## src/core/spi_sel_consts.svh

```systemverilog
/*
  offsets, field positions, reset values and timing counts for the serial block.
  assumes a plain register port with byte-wide data in the low bits of a 32-bit word.
*/
`ifndef SPI_SEL_CONSTS_SVH
`define SPI_SEL_CONSTS_SVH
`define OFS_CTRL_A      3'h0
`define OFS_CTRL_B      3'h1
`define OFS_INTCTRL     3'h2
`define OFS_FLAGS       3'h3
`define OFS_DATA        3'h4
`define CA_LSB_FIRST    6
`define CA_HOST         5
`define CA_CLK2X        4
`define CA_PRESC_LO     1
`define CA_ENABLE       0
`define CB_BUF_EN       7
`define CB_BUF_WR       6
`define CB_SEL_DIS      2
`define CB_MODE_LO      0
`define FL_IF           7
`define FL_WRITE_COLLISION_FLAG        6
`define FL_RXC          7
`define FL_TXC          6
`define FL_DRE          5
`define FL_SSI          4
`define FL_BUFOVF       0
`define CTRL_A_RST      8'h00
`define CTRL_B_RST      8'h00
`define SAMPLE_MIN_NS   20
`define CLK_NS          10
`define SAMPLE_MIN_CYC  ((`SAMPLE_MIN_NS + `CLK_NS - 1) / `CLK_NS)
`endif

```

## src/core/spi_sel_pkg.sv

```systemverilog
/*
  types for the serial select and client block.
  assumes the constants header is included by the design file.
*/
package spi_sel_pkg;
  typedef enum logic [1:0] {
    MODE0,
    MODE1,
    MODE2,
    MODE3
  } spi_mode_t;
  typedef enum logic {
    ST_IDLE,
    ST_SHIFT
  } shift_state_t;
endpackage
```

## src/core/spi_sel_client.sv

```systemverilog
/*
  serial peripheral block: host select arbitration, client shift engine in
  normal and buffered modes, four clock modes, byte register port.
  assumes sclk, mosi and select pins come from outside the clock domain; host
  clock generation is a simple divider since prescaler detail is out of scope.
*/
// The implementer's own choices: the register offsets and the plain strobed port.
`timescale 1ns/1ps
`include "spi_sel_consts.svh"
module spi_sel_client (
  input  wire logic       clk_i,
  input  wire logic       nrst_i,
  input  wire logic [2:0] addr_i,
  input  wire logic [7:0] wdata_i,
  input  wire logic       wr_i,
  input  wire logic       rd_i,
  output logic      [31:0] rdata_o,
  input  wire logic       ss_dir_out_i,
  input  wire logic       miso_dir_out_i,
  input  wire logic       ss_n_i,
  input  wire logic       sck_i,
  input  wire logic       mosi_i,
  input  wire logic       miso_i,
  output logic            miso_o,
  output logic            miso_oe_o,
  output logic            sck_o,
  output logic            sck_oe_o,
  output logic            mosi_o,
  output logic            mosi_oe_o,
  output logic            irq_o
);
  logic [7:0] ctrl_a_r;
  logic [7:0] ctrl_b_r;
  logic [7:0] intctrl_r;
  logic [2:0] ss_s_r;
  logic [2:0] sck_s_r;
  logic [2:0] mosi_s_r;
  logic [2:0] miso_s_r;
  logic       ss_q_r;
  logic       sck_q_r;
  logic [7:0] shift_r;
  logic [7:0] txbuf_r;
  logic       txbuf_full_r;
  logic [7:0] rx_r;
  logic [7:0] rxbuf_r;
  logic [1:0] rx_cnt_r;
  logic [2:0] bit_cnt_r;
  logic       in_bit_r;
  logic       if_r;
  logic       write_collision_flag_r;
  logic       dre_r;
  logic       rxc_r;
  logic       txc_r;
  logic       ssi_r;
  logic       ovf_r;
  logic       dre_rise_r;
  logic       rxc_set_r;
  logic       dummy_pend_r;
  logic       load_pend_r;
  logic [7:0] div_r;
  logic       hsck_r;
  logic       host_busy_r;
  spi_sel_pkg::shift_state_t st_r;

  wire enable   = ctrl_a_r[`CA_ENABLE];
  wire host     = ctrl_a_r[`CA_HOST];
  wire lsb_first = ctrl_a_r[`CA_LSB_FIRST];
  wire buf_en   = ctrl_b_r[`CB_BUF_EN];
  wire buf_wr   = ctrl_b_r[`CB_BUF_WR];
  wire sel_dis  = ctrl_b_r[`CB_SEL_DIS];
  wire [1:0] mode = ctrl_b_r[`CB_MODE_LO +: 2];
  wire cpol     = mode[1];
  wire cpha     = mode[0];
  wire wr_data  = wr_i && addr_i == `OFS_DATA;
  wire wr_flags = wr_i && addr_i == `OFS_FLAGS;
  wire rd_data  = rd_i && addr_i == `OFS_DATA;

  // synchronised pins; select and clock filtered: change counts when stages two and three agree
  always_ff @(posedge clk_i or negedge nrst_i) begin
    if (!nrst_i) begin
      ss_s_r   <= 3'h7;
      sck_s_r  <= 3'h0;
      mosi_s_r <= 3'h0;
      miso_s_r <= 3'h0;
      ss_q_r   <= 1'b1;
      sck_q_r  <= 1'b0;
    end else begin
      ss_s_r   <= {ss_s_r[1:0], ss_n_i};
      sck_s_r  <= {sck_s_r[1:0], sck_i};
      mosi_s_r <= {mosi_s_r[1:0], mosi_i};
      miso_s_r <= {miso_s_r[1:0], miso_i};
      if (ss_s_r[1] == ss_s_r[2])
        ss_q_r <= ss_s_r[2];
      if (sck_s_r[1] == sck_s_r[2])
        sck_q_r <= sck_s_r[2];
    end
  end

  wire sck_now   = (sck_s_r[1] == sck_s_r[2]) ? sck_s_r[2] : sck_q_r;
  // client edge detect on sampled clock
  wire sck_edge  = sck_now != sck_q_r;
  // leading edge leaves idle level, trailing edge returns to it
  wire lead_edge = sck_edge && sck_q_r == cpol;
  wire trail_edge = sck_edge && sck_q_r != cpol;
  // capture on one edge, launch on the other
  wire cap_edge  = cpha ? trail_edge : lead_edge;
  wire lch_edge  = cpha ? lead_edge : trail_edge;
  // client always uses select, data in and clock as inputs
  wire client    = enable && !host;
  wire selected  = client && !ss_q_r;
  wire in_bit_c  = mosi_s_r[2];

  // arbitration only when select is an input and not disabled
  wire lose_host = enable && host && !sel_dis && !ss_dir_out_i && !ss_q_r;

  // host divider: ratio set by prescaler, halved by clk2x
  wire [7:0] half = ctrl_a_r[`CA_PRESC_LO +: 2] == 2'h0 ? 8'h01 :
                    ctrl_a_r[`CA_PRESC_LO +: 2] == 2'h1 ? 8'h07 :
                    ctrl_a_r[`CA_PRESC_LO +: 2] == 2'h2 ? 8'h1F : 8'h3F;
  wire [7:0] half_eff = ctrl_a_r[`CA_CLK2X] ? {1'b0, half[7:1]} : half;
  wire host_tick = host_busy_r && div_r == 8'h00;
  wire host_cap  = host_tick && (hsck_r == cpol) != cpha;
  wire host_lch  = host_tick && (hsck_r == cpol) == cpha;

  wire do_cap = host_busy_r ? host_cap : (selected && cap_edge);
  wire do_lch = host_busy_r ? host_lch : (selected && lch_edge);
  wire cap_bit = host_busy_r ? miso_s_r[2] : in_bit_c;
  wire byte_done = st_r == spi_sel_pkg::ST_SHIFT && bit_cnt_r == 3'h7 && do_cap;
  wire [7:0] rx_byte = lsb_first ? {cap_bit, shift_r[7:1]} : {shift_r[6:0], cap_bit};
  wire busy = st_r == spi_sel_pkg::ST_SHIFT || host_busy_r;

  // normal mode collision; full buffer drop
  wire norm_wr_ok = wr_data && !buf_en && !busy;
  wire buf_wr_ok  = wr_data && buf_en && !txbuf_full_r;
  // wait variant: deselected write goes straight on next cycle
  wire direct_ok  = buf_wr_ok && buf_wr && client && ss_q_r && !load_pend_r &&
                    dummy_pend_r;

  always_ff @(posedge clk_i or negedge nrst_i) begin
    if (!nrst_i) begin
      ctrl_a_r  <= `CTRL_A_RST;
      ctrl_b_r  <= `CTRL_B_RST;
      intctrl_r <= 8'h00;
    end else begin
      if (wr_i && addr_i == `OFS_CTRL_A)
        ctrl_a_r <= wdata_i & 8'h77;
      // host bit cleared, stays so until rewritten
      else if (lose_host)
        ctrl_a_r[`CA_HOST] <= 1'b0;
      if (wr_i && addr_i == `OFS_CTRL_B)
        ctrl_b_r <= wdata_i & 8'hC7;
      if (wr_i && addr_i == `OFS_INTCTRL)
        intctrl_r <= wdata_i & 8'hF1;
    end
  end

  // serial state machine and data path
  always_ff @(posedge clk_i or negedge nrst_i) begin
    if (!nrst_i) begin
      st_r         <= spi_sel_pkg::ST_IDLE;
      bit_cnt_r    <= 3'h0;
      shift_r      <= 8'h00;
      txbuf_r      <= 8'h00;
      txbuf_full_r <= 1'b0;
      load_pend_r  <= 1'b0;
      dummy_pend_r <= 1'b1;
      host_busy_r  <= 1'b0;
      hsck_r       <= 1'b0;
      div_r        <= 8'h00;
      in_bit_r     <= 1'b0;
    end else begin
      if (!host_busy_r)
        hsck_r <= cpol;
      if (client && ss_q_r) begin
        st_r      <= spi_sel_pkg::ST_IDLE;
        bit_cnt_r <= 3'h0;
      end else if (selected && st_r == spi_sel_pkg::ST_IDLE && sck_edge) begin
        st_r <= spi_sel_pkg::ST_SHIFT;
      end
      if (do_cap) begin
        in_bit_r <= cap_bit;
        bit_cnt_r <= bit_cnt_r + 3'h1;
        shift_r <= rx_byte;
        if (byte_done)
          st_r <= spi_sel_pkg::ST_IDLE;
      end
      if (host_tick) begin
        div_r  <= half_eff;
        hsck_r <= ~hsck_r;
        if (byte_done && ((hsck_r == cpol) != cpha))
          host_busy_r <= 1'b0;
      end else if (host_busy_r) begin
        div_r <= div_r - 8'h01;
      end
      // host transfer start from data write
      if (host && enable && wr_data && !busy && !buf_en) begin
        host_busy_r <= 1'b1;
        st_r        <= spi_sel_pkg::ST_SHIFT;
        div_r       <= half_eff;
      end
      if (norm_wr_ok)
        shift_r <= wdata_i;
      if (buf_wr_ok && !direct_ok) begin
        txbuf_r      <= wdata_i;
        txbuf_full_r <= 1'b1;
      end
      load_pend_r <= direct_ok;
      if (direct_ok)
        txbuf_r <= wdata_i;
      if (load_pend_r)
        shift_r <= txbuf_r;
      // after dummy transfer the buffer moves into the shifter
      // shifter is free again once a transfer ends with nothing to move in
      if (byte_done && buf_en) begin
        dummy_pend_r <= !txbuf_full_r;
        if (txbuf_full_r) begin
          shift_r      <= txbuf_r;
          txbuf_full_r <= 1'b0;
        end
      end
      if (direct_ok)
        dummy_pend_r <= 1'b0;
      if (!buf_en)
        dummy_pend_r <= 1'b1;
    end
  end

  // receive path: two-entry queue in buffer mode
  always_ff @(posedge clk_i or negedge nrst_i) begin
    if (!nrst_i) begin
      rx_r     <= 8'h00;
      rxbuf_r  <= 8'h00;
      rx_cnt_r <= 2'h0;
    end else begin
      if (byte_done && !buf_en) begin
        rx_r <= rx_byte;
      end else if (byte_done) begin
        if (rx_cnt_r == 2'h0)
          rx_r <= rx_byte;
        else
          rxbuf_r <= rx_byte;
        if (rx_cnt_r != 2'h2)
          rx_cnt_r <= rd_data ? rx_cnt_r : rx_cnt_r + 2'h1;
      end else if (rd_data && buf_en && rx_cnt_r != 2'h0) begin
        rx_r     <= rxbuf_r;
        rx_cnt_r <= rx_cnt_r - 2'h1;
      end
    end
  end

  // flags: hardware set wins over software clear by writing one
  always_ff @(posedge clk_i or negedge nrst_i) begin
    if (!nrst_i) begin
      if_r       <= 1'b0;
      write_collision_flag_r    <= 1'b0;
      dre_r      <= 1'b1;
      rxc_r      <= 1'b0;
      txc_r      <= 1'b0;
      ssi_r      <= 1'b0;
      ovf_r      <= 1'b0;
      dre_rise_r <= 1'b0;
      rxc_set_r  <= 1'b0;
    end else begin
      // transfer flag on forced drop or finished byte in normal mode
      if (lose_host || (byte_done && !buf_en))
        if_r <= 1'b1;
      else if ((wr_flags && wdata_i[`FL_IF]) || rd_data)
        if_r <= 1'b0;
      if (wr_data && !buf_en && busy)
        write_collision_flag_r <= 1'b1;
      else if (wr_flags && wdata_i[`FL_WRITE_COLLISION_FLAG])
        write_collision_flag_r <= 1'b0;
      // empty drops on a buffered write that is not a direct load, rises when buffer drains to shifter
      dre_rise_r <= byte_done && buf_en && txbuf_full_r;
      if (buf_wr_ok && !direct_ok)
        dre_r <= 1'b0;
      else if (byte_done && buf_en && txbuf_full_r)
        dre_r <= 1'b1;
      // receive complete one cycle after empty rises
      // a byte moved into the shifter is still unsent, so only a drained finish counts
      rxc_set_r <= byte_done && buf_en && !txbuf_full_r;
      if (dre_rise_r || (byte_done && buf_en && !txbuf_full_r))
        rxc_r <= 1'b1;
      else if (rd_data && rx_cnt_r == 2'h1)
        rxc_r <= 1'b0;
      // transfer complete when shifter and buffer both sent
      if (rxc_set_r && !txbuf_full_r)
        txc_r <= 1'b1;
      else if (wr_flags && wdata_i[`FL_TXC])
        txc_r <= 1'b0;
      if (buf_en && client && ss_q_r == 1'b0 && ss_s_r[2] && ss_s_r[1])
        ssi_r <= 1'b1;
      else if (wr_flags && wdata_i[`FL_SSI])
        ssi_r <= 1'b0;
      if (byte_done && buf_en && rx_cnt_r == 2'h2 && !rd_data)
        ovf_r <= 1'b1;
      else if (wr_flags && wdata_i[`FL_BUFOVF])
        ovf_r <= 1'b0;
    end
  end

  wire [7:0] flags_v = buf_en ? {rxc_r, txc_r, dre_r, ssi_r, 3'h0, ovf_r}
                              : {if_r, write_collision_flag_r, 6'h00};

  // read port and pins, all registered
  always_ff @(posedge clk_i or negedge nrst_i) begin
    if (!nrst_i) begin
      rdata_o   <= 32'h0000_0000;
      miso_o    <= 1'b0;
      miso_oe_o <= 1'b0;
      sck_o     <= 1'b0;
      sck_oe_o  <= 1'b0;
      mosi_o    <= 1'b0;
      mosi_oe_o <= 1'b0;
      irq_o     <= 1'b0;
    end else begin
      rdata_o <= 32'h0000_0000;
      if (rd_i) begin
        unique case (addr_i)
          `OFS_CTRL_A:  rdata_o[7:0] <= ctrl_a_r;
          `OFS_CTRL_B:  rdata_o[7:0] <= ctrl_b_r;
          `OFS_INTCTRL: rdata_o[7:0] <= intctrl_r;
          `OFS_FLAGS:   rdata_o[7:0] <= flags_v;
          `OFS_DATA:    rdata_o[7:0] <= rx_r;
          default:      rdata_o      <= 32'h0000_0000;
        endcase
      end
      miso_oe_o <= selected && miso_dir_out_i;
      miso_o    <= lsb_first ? shift_r[0] : shift_r[7];
      sck_oe_o  <= enable && host;
      sck_o     <= host_busy_r ? hsck_r : cpol;
      mosi_oe_o <= enable && host;
      mosi_o    <= lsb_first ? shift_r[0] : shift_r[7];
      irq_o     <= |(flags_v & (buf_en ? intctrl_r : {intctrl_r[0], 7'h00}));
    end
  end
endmodule

```

## config.mk

```make
export PLATFORM = sky130hd
export DESIGN_NAME = spi_sel_client
export DESIGN_NICKNAME = d
export VERILOG_FILES = /design/src/core/spi_sel_pkg.sv /design/src/core/spi_sel_client.sv
export VERILOG_INCLUDE_DIRS = /design/src /design/src/core
export SDC_FILE = /design/constraint.sdc
export NUM_CORES = 1
export LEC_CHECK = 0
export BUFFER_PORTS_ARGS = -buffer_cell sky130_fd_sc_hd__buf_2
export CORE_UTILIZATION = 63
export DETAILED_ROUTE_END_ITERATION = 7
export HOLD_SLACK_MARGIN = 0.12
export PLACE_DENSITY = 0.88
export SYNTH_ARGS = -nofsm -noshare
export SYNTH_HDL_FRONTEND = slang
export SYNTH_SLANG_ARGS = --single-unit
```

## constraint.sdc

```tcl
create_clock -name clk_i -period 3.6 [get_ports clk_i]
set_input_delay 0.54 -clock clk_i [delete_from_list [all_inputs] [get_ports clk_i]]
set_output_delay 0.54 -clock clk_i [all_outputs]
set_load 0.01 [all_outputs]
```

After elaboration in Yosys (flattened, before gate mapping)
Cells that the tools add are included.
W data, S select, Z words.
- $add $sub $neg: 4
- equality and inequality tests: 21
- mux-type cells: 65
- bitwise operators: 6
- reduce and logical (&&, ||, !) cells: 95
- operators with widths (cell ; count):
    $mux W8 ; 18
    $logic_and A1 B1 Y1 ; 56
    $pmux W8 S5 ; 1
    $mux W1 ; 36
    $reduce_bool A2 Y1 ; 14
    $mux W6 ; 4
    $logic_not A1 Y1 ; 10
    $and A8 B8 Y8 ; 1
    $logic_not A8 Y1 ; 1
    $mux W2 ; 4
    $reduce_or A8 Y1 ; 1
    $sub A8 B1 Y8 const B ; 1
    $eq A3 B2 Y1 const B ; 2
    $eq A3 B3 Y1 const B ; 2
    $mux W3 ; 2
    $ne A3 B1 Y1 const B ; 2
    $reduce_bool A3 Y1 ; 2
    $not A1 Y1 ; 5
    $eq A1 B1 Y1 ; 4
    $eq A2 B1 Y1 const B ; 2
    $eq A2 B2 Y1 const B ; 2
    $logic_not A2 Y1 ; 2
    $logic_or A1 B1 Y1 ; 4
    $ne A2 B2 Y1 const B ; 2
    other kinds (10) ; 13
- flip-flop bits (word level): 127
- output and inout port bits: 39
- logic and storage cells: 229

Longest topological paths before layout
Gate-level depths: netlist (run 1).
- depth after elaboration: 14
- depth in mapped cells: 9

Least setup slack after synthesis (run 1)
No wires, ideal clock.
- path type: reg-to-reg
- start: reg bit_cnt_r[0]
- end: reg rx_r[0]
- library setup time: 126 ps
- arrival time: 2028 ps
- data required time: 3474 ps
- path slack: 1446 ps
- stages on the path, launching flop included: 9
- buffers on the path: 1
- cell sequence: dfrtp_1 -> ha_1 -> ha_1 -> and2_1 -> clkbuf_1 -> and4_1 -> a211oi_4 -> a21oi_4 -> a221o_1
- word-level cells in the longest chain between the ends: 6
- ends and longest elaborated chain (item ; line ; text):
    from (decl) ; spi_sel_client.sv:47 ; logic [2:0] bit_cnt_r;
    from (signal assigned) ; spi_sel_client.sv:182 ; bit_cnt_r <= bit_cnt_r + 3'h1;
    $eq A3 B3 Y1 (*) ; spi_sel_client.sv:128 ; wire byte_done = st_r == spi_sel_pkg::ST_SHIFT && bit_cnt_r == 3'h7 && do_cap;
    $logic_and A1 B1 Y1 (*) (2 in a row) ; spi_sel_client.sv:128 ;
    $logic_and A1 B1 Y1 ; spi_sel_client.sv:235 ; if (byte_done && !buf_en) begin
    $ne A3 B1 Y1 (no source line) or $reduce_bool A3 Y1 (tied branches) ; n/a ;
    $reduce_and A2 Y1 (no source line) ; n/a ;
    to (signal assigned) ; spi_sel_client.sv:236 ; rx_r <= rx_byte;
    to (signal assigned) ; spi_sel_client.sv:239 ; rx_r <= rx_byte;
    to (signal assigned) ; spi_sel_client.sv:245 ; rx_r <= rxbuf_r;
    to (decl) ; spi_sel_client.sv:44 ; logic [7:0] rx_r;
Every way passes the cells marked *; elsewhere a longest branch is shown, timed or not.
A chain may end at the register's enable or synchronous reset.

Worst setup path in the final report (run 1)
- start: reg div_r[0]
- end: reg rxbuf_r[7]
- word-level cells in the longest chain between the ends: 8
- ends and longest elaborated chain (item ; line ; text):
    from (decl) ; spi_sel_client.sv:60 ; logic [7:0] div_r;
    from (signal assigned) ; spi_sel_client.sv:188 ; div_r <= half_eff;
    from (signal assigned) ; spi_sel_client.sv:193 ; div_r <= div_r - 8'h01;
    from (signal assigned) ; spi_sel_client.sv:199 ; div_r <= half_eff;
    $logic_not A8 Y1 (*) ; spi_sel_client.sv:121 ; wire host_tick = host_busy_r && div_r == 8'h00;
    $logic_and A1 B1 Y1 (*) ; spi_sel_client.sv:121 ;
    $logic_and A1 B1 Y1 (*) ; spi_sel_client.sv:122 ; wire host_cap = host_tick && (hsck_r == cpol) != cpha;
    $mux W1 (*) ; spi_sel_client.sv:125 ; wire do_cap = host_busy_r ? host_cap : (selected && cap_edge);
    $logic_and A1 B1 Y1 (*) ; spi_sel_client.sv:128 ;
    $logic_and A1 B1 Y1 ; spi_sel_client.sv:235 ;
    $not A1 Y1 (no source line) ; n/a ;
    $reduce_and A3 Y1 (no source line) (*) ; n/a ;
    to (signal assigned) ; spi_sel_client.sv:241 ; rxbuf_r <= rx_byte;
    to (decl) ; spi_sel_client.sv:45 ; logic [7:0] rxbuf_r;
Marked as above.

==> summary.txt, run 1 <==
Finish
  • Layout Nets: 533
  • Final Util: 0.700
  • Share of layout cells above drive strength 1: 0.167
  • Area Overhead vs Synth: 6.30%
  • Antenna fix cells: 0
  • Non-Filler Instances: 612
  • Final instance area: 5490 um2
  • FILL cells: 556

Placement
  • Routability congestion estimate: 0.910
  • Worst slack at placement: 0.749 ns
  • Dpl cells: 596
  • Port-buffer cells: 35
  • Final HPWL DP: 8330 um
  • Placed instance area: 5300 um2

CTS
  • Clk sink count: 103
  • Post-CTS resize count: 0
  • Setup Buffers After CTS: 0
  • Root buf cell: clkbuf_8
  • CTS H-tree depth: 3
  • Reg clk slew, reported paths: 0.10 ns
  • Cts bufs inserted: 9
  • Hold buffer count at CTS: 0
  • Clock Latency Late Sink: 0.38 ns
  • Maximum clock path buffer count: 2
  • CTS tree: done

Worst setup path
  • Critical Setup Path Class: flip-flop to flip-flop
  • Data required, critical path: 3.90 ns
  • Crit. End Element: flip-flop
  • Slowest-stage cell, CP: a211oi_2
  • Crit start category: flip-flop
  • Crit path largest cell delay: 0.80 ns
  • Crit-path cells: inv_1 > ha_1 > nor4bb_1 > buf_4 > nand3_2 > a211oi_2 > mux2i_1
  • Crit path DAT: 3.02 ns
  • Critical-path maximum fanout: 14

Pwr
  • Clk network pwr share: 0.216
  • Comb power frac: 0.277
  • PD cells: 591 nW/um2
  • Sequential Power Share: 0.507
  • Overall Power: 3.25 mW
  • Sw frac: 0.354
  • Pleak: 2.60 nW
  • NetSw: 1.15 mW
  • Peak VDD IR: 0.000359 V
  • Internal power: 2.10 mW

Run status
  • Status: finished clean

GRT
  • Number of global-route vias before repair: 3,688
  • Total GRT Usage: 0.287
  • Largest net degree at the start of global routing: 50
  • First-pass GRT wire length: 18,700 um
  • Initial antenna violation count: 0
  • Grt total ovfl: 0

Drt
  • Routed Antenna Nets: 0
  • Routed WL: 11,400 um
  • First-pass DRT Iterations: 5
  • Vias/cell: 6.29
  • Wirelength per Cell: 18.7 um
  • Initial DRC count: 279
  • DRC Markers: 0
  • Via count: 3,849

Timing
  • Final Critical Period: 2.72 ns
  • Tcrit/Tclk final: 0.757
  • Relative slew slack: 0.431
  • Final setup margin: 0.876 ns
  • Fmax: 367 MHz
  • Final Hold Viols: 0
  • Pins Over Slew Limit: 0
  • Worst Tran Pin Value: 0.853 ns
  • Final Setup Violations: 0
  • Final TNS setup: 0 ns
  • Skew final: 0.0116 ns
  • Fin Hold WS: 0.165 ns
  • Unrepaired setup endpoints after global routing: false

Die
  • Total I/O pin count: 60
  • Die span in x: 92.6 um
  • Die area: 8570 um2
  • Initial core utilization: 0.658
  • Chip height: 92.6 um
  • Row cnt: 32
  • Core area: 7850 um2

Synth
  • Post-synthesis sequential area ratio: 0.500
  • Area leader, netlist: dfrtp_1
  • Yosys synthesis warning count: 0
  • EDFF count, synth: 0
  • Synth Register Bits: 103
  • Post-synth ARST share: 1.00
  • Post-synthesis cell type count: 69
  • Syn avg cell area: 10.8 um2
  • Synth Cell Area: 5170 um2
  • Synth top area share: 0.470
  • Synth top area cells: dfrtp_1 47%, mux2_1 4.4%, buf_4 3.9%, mux2i_1 3.9%, dfstp_2 3.1%
  • Most used DFF post-synth: dfrtp_1
  • Mapped Cells: 478

Flow run
  • MaxCap Viol Count: 0

Worst hold path
  • HP Class: input pin to async pin
-- area by class of cell --
cell class                 count  area [um2]  share of cell area
sequential                   103        2580               0.471
multi-input combinational    327        2280               0.416
timing repair buffer          40         215              0.0392
clock buffer                  11         151              0.0276
tap                          102         128              0.0232
inverter                      24        90.1              0.0164
clock inverter                 5        38.8             0.00706
-- power by group through the flow --
stage / Sequential, mW / Combinational (mW) / Clock (mW)
floorplan: 1.58 / 0.698 / 0
global placement: 1.64 / 0.844 / 0
detailed placement: 1.66 / 0.890 / 0
CTS: 1.64 / 0.894 / 0.709
global route: 1.67 / 0.996 / 0.746
finish: 1.64 / 0.901 / 0.701
-- logic make-up after synthesis --
logic type	after synthesis	synth area share
flops	103	0.500
fa+ha+maj	9	0.0208
other cells	1	0.000726
mux	50	0.104
xor+xnor	3	0.0104
buf+inv	71	0.0744
compound gates	113	0.157
simple gates	128	0.132
-- Yosys cell counts (all sizes together) (3+ instances only) --
cell / n
dfrtp: 97
buf: 37
nor2: 37
nand2: 33
mux2: 30
a21oi: 24
inv: 24
o21ai: 22
mux2i: 20
a211oi: 11
nor3: 11
and3: 10
clkbuf: 10
a221oi: 7
ha: 7
a2bb2oi: 6
dfstp: 6
nand3: 6
o211ai: 6
a21o: 5
nand2b: 5
nor3b: 5
nor4: 5
a22o: 4
a31oi: 4
o32a: 4
and2: 3
nor2b: 3
o22ai: 3
-- worst max-delay path, delay by kind of cell (launching register included) --
kind / cells / cell delay [ns]
compound gates: 1 / 0.80
simple gates: 2 / 0.64
flops: 1 / 0.42
buf+inv: 2 / 0.35
mux: 1 / 0.28
fa+ha+maj: 1 / 0.15
-- layer usage --
metal / up-vias / global-route usage / share of wire
li1: 1724 / - / -
met2: 197 / 0.464 / 0.49
met1: 1906 / 0.397 / 0.43
met5: - / 0 / 0
met3: 22 / 0.0542 / 0.072
met4: 0 / 0.0846 / 0.016
-- cells in the final DEF (no fill, tap or decap), types with 3 or more instances in the layout --
| cell | count |
|---|---|
| a211oi_1 | 9 |
| a21o_1 | 5 |
| nor2b_1 | 3 |
| and3_1 | 10 |
| nor3b_1 | 4 |
| and2_1 | 3 |
| o211ai_1 | 5 |
| conb_1 | 24 |
| inv_1 | 24 |
| a31oi_1 | 4 |
| buf_2 | 34 |
| dfrtp_1 | 97 |
| o32a_1 | 4 |
| dfstp_2 | 6 |
| nand2_1 | 33 |
| mux2_1 | 20 |
| nor4_1 | 4 |
| a221oi_1 | 7 |
| ha_1 | 7 |
| a21oi_1 | 22 |
| buf_4 | 6 |
| clkbuf_8 | 11 |
| nor3_1 | 9 |
| a2bb2oi_1 | 6 |
| nand3_1 | 5 |
| a22o_1 | 4 |
| o21ai_1 | 11 |
| o22ai_1 | 3 |
| nor2_1 | 36 |
| mux2i_1 | 20 |
| o21ai_0 | 11 |
| mux2_2 | 10 |
| nand2b_1 | 5 |
-- worst paths after layout --
check	from	endpoint	slack, ns	cells past startpoint
worst max-delay path	div_r[0]	rxbuf_r[7]	0.88	7
worst min register to register	mosi_s_r[0]	mosi_s_r[1]	0.36	0
worst min-delay path	nrst_i	sck_s_r[0]	0.17	1
min in group clk_i	sck_i	sck_s_r[0]	0.26	1
max in group asynchronous	nrst_i	dre_r	2.59	2
worst max register to register	div_r[0]	rxbuf_r[7]	0.88	7
-- state kept, by name, summed over array words and instances (netlist names), 2 cells and up --
register / flops
div_r: 8
rdata_o: 8
rx_r: 8
rxbuf_r: 8
shift_r: 8
txbuf_r: 8
ctrl_a_r: 6
ctrl_b_r: 5
intctrl_r: 5
bit_cnt_r: 3
miso_s_r: 3
mosi_s_r: 3
sck_s_r: 3
ss_s_r: 3
rx_cnt_r: 2
(Power assumes the default switching activity.)
==> run 2: changes to the inputs <==
Settings changed: CORE_UTILIZATION 63 to 58, PLACE_DENSITY 0.88 to 0.82.
Clock period 3.6 ns to 2.7 ns, I/O delays scaled along.
==> summary.txt, run 2 (synthesis results as in run 1) <==
Timing
  • Final TNS setup: 0 ns (unchanged)
  • Fmax: 423 MHz (+15%)
  • Final setup margin: 0.336 ns (-0.540 ns)
  • Skew final: 0.00892 ns (-0.00267 ns)
  • Relative slew slack: 0.456 (+0.0253)
  • Final Critical Period: 2.36 ns (-0.360 ns)
  • Unrepaired setup endpoints after global routing: false
  • Final Setup Violations: 0 (unchanged)
  • Pins Over Slew Limit: 0 (unchanged)
  • Worst Tran Pin Value: 0.815 ns (-0.0379 ns)
  • Tcrit/Tclk final: 0.876 (+0.119)
  • Final Hold Viols: 0 (unchanged)

CTS
  • CTS tree: done
  • Clk sink count: 103 (unchanged)
  • Maximum clock path buffer count: 2 (unchanged)
  • Root buf cell: clkbuf_8
  • Clock Latency Late Sink: 0.36 ns (-0.02 ns)
  • Setup Buffers After CTS: 0 (unchanged)
  • Hold buffer count at CTS: 1 (+1)
  • Reg clk slew, reported paths: 0.10 ns (about the same)
  • CTS H-tree depth: 3 (unchanged)
  • Cts bufs inserted: 9 (unchanged)
  • Post-CTS resize count: 0 (unchanged)

Die
  • Die span in x: 96.4 um (+4.1%)
  • Die area: 9290 um2 (+8.4%)
  • Initial core utilization: 0.595 (-0.0630)
  • Total I/O pin count: 60 (unchanged)
  • Row cnt: 34 (+6.3%)
  • Chip height: 96.4 um (+4.1%)
  • Core area: 8680 um2 (+11%)

Drt
  • Routed WL: 11,500 um (+0.98%)
  • DRC Markers: 0 (unchanged)
  • First-pass DRT Iterations: 5 (unchanged)
  • Initial DRC count: 297 (+6.5%)
  • Via count: 3,851 (+0.052%)
  • Routed Antenna Nets: 0 (unchanged)
  • Wirelength per Cell: 18.4 um (-1.4%)
  • Vias/cell: 6.14 (-2.3%)

Worst setup path
  • Slowest-stage cell, CP: a211oi_4
  • CP bufs+invs: 0 (-2)
  • Crit path DAT: 2.62 ns (-0.40 ns)
  • Most used cell, CP: ha_1
  • CP top delay family: compound AO/OA/AOI/OAI gates
  • Data required, critical path: 2.96 ns (-0.94 ns)
  • Crit. path cell count: 7 (unchanged)
  • Crit start category: flip-flop
  • Crit-path cells: ha_1 > ha_1 > and2_1 > and4_1 > a211oi_4 > a21oi_4 > a221o_1
  • Critical-path maximum fanout: 10 (-4)
  • Crit. End Element: flip-flop
  • Crit path largest cell delay: 0.46 ns (-0.34 ns)
  • Critical Setup Path Class: flip-flop to flip-flop
  • Worst reg2reg path depth: 7 (unchanged)

GRT
  • Total GRT Usage: 0.270 (-0.0173)
  • Initial antenna violation count: 0 (unchanged)
  • Largest net degree at the start of global routing: 104 (+110%)
  • First-pass GRT wire length: 18,500 um (-1.0%)
  • Number of global-route vias before repair: 3,584 (-2.8%)
  • Grt total ovfl: 0 (unchanged)

Pwr
  • PD cells: 787 nW/um2 (+33%)
  • Peak VDD IR: 0.000286 V (-20%)
  • Pleak: 2.66 nW (+2.2%)

Worst hold path
  • Hold path depth: 1
  • HP Class: input pin to flip-flop

Finish
  • Commonest non-fill, non-tap cell in the layout: dfrtp_1
  • FILL cells: 663 (+19%)
  • Antenna fix cells: 0 (unchanged)
  • Commonest cells after routing, fill and taps aside: 97 x dfrtp_1, 36 x nor2_1, 34 x buf_2, 33 x nand2_1
  • Layout Nets: 542 (+1.7%)
  • Share of layout cells above drive strength 1: 0.175 (+0.00867)
  • Area Overhead vs Synth: 8.48%

Placement
  • Final HPWL DP: 8220 um (-1.3%)
  • Routability congestion estimate: 0.972 (+6.8%)
  • Worst slack at placement: 0.373 ns (-0.375 ns)
  • Port-buffer cells: 35 (unchanged)

Run status
  • Status: finished clean

Flow run
  • MaxCap Viol Count: 0 (unchanged)
## run 2: path summary, 6_finish.rpt
check                      slack, ns           to         start
hold reg to reg                 0.36  miso_s_r[2]   miso_s_r[1]
hold / removal                  0.14   sck_s_r[0]         sck_i
setup / recovery                0.34      rx_r[7]  bit_cnt_r[0]
max in group asynchronous       1.63        dre_r        nrst_i
min in group asynchronous       0.62   sck_s_r[1]        nrst_i
setup reg to reg                0.34      rx_r[7]  bit_cnt_r[0]
## run 2: worst register-to-register path, delay by kind of cell, from the launching register on
family	cells	cell delay, ns
DFF	1	0.42
adders and majority gates	2	0.39
AOI/OAI and AO/OA	3	0.89
and+or+nand+nor	2	0.56
## run 2: per-layer routing
layer	global-route usage	vias to the layer above	share of wire
met5	0	-	0
met4	0.105	0	0.028
met3	0.0673	28	0.066
met2	0.430	168	0.47
met1	0.355	1917	0.43
li1	-	1738	-
## run 2: power breakdown
part / switching [mW] / internal (mW)
Sequential: 0.338 / 1.86
Clock: 0.518 / 0.478
Combinational: 0.658 / 0.559
## run 2: layout make-up
type | count | area, um2 | share of cell area
flip-flops and latches | 103 | 2580 | 0.461
multi-input cells | 327 | 2280 | 0.407
clock buffers | 11 | 151 | 0.0270
well taps | 108 | 135 | 0.0241
clock inverters | 5 | 56.3 | 0.0100
repair buffers | 49 | 303 | 0.0540
inverters | 24 | 90.1 | 0.0161
## run 2: metrics by stage
stage	hold slack, ns	util	instance area (um2)	power (mW)	instances
CTS	0.130	0.643	5580	4.40	625
finish	0.143	0.646	5600	4.41	627
detailed placement	0.336	0.618	5370	3.41	608
global route	0.122	0.646	5600	4.67	627
floorplan	0.109	-	5250	3.03	501
global placement	0.334	0.618	5370	3.34	608
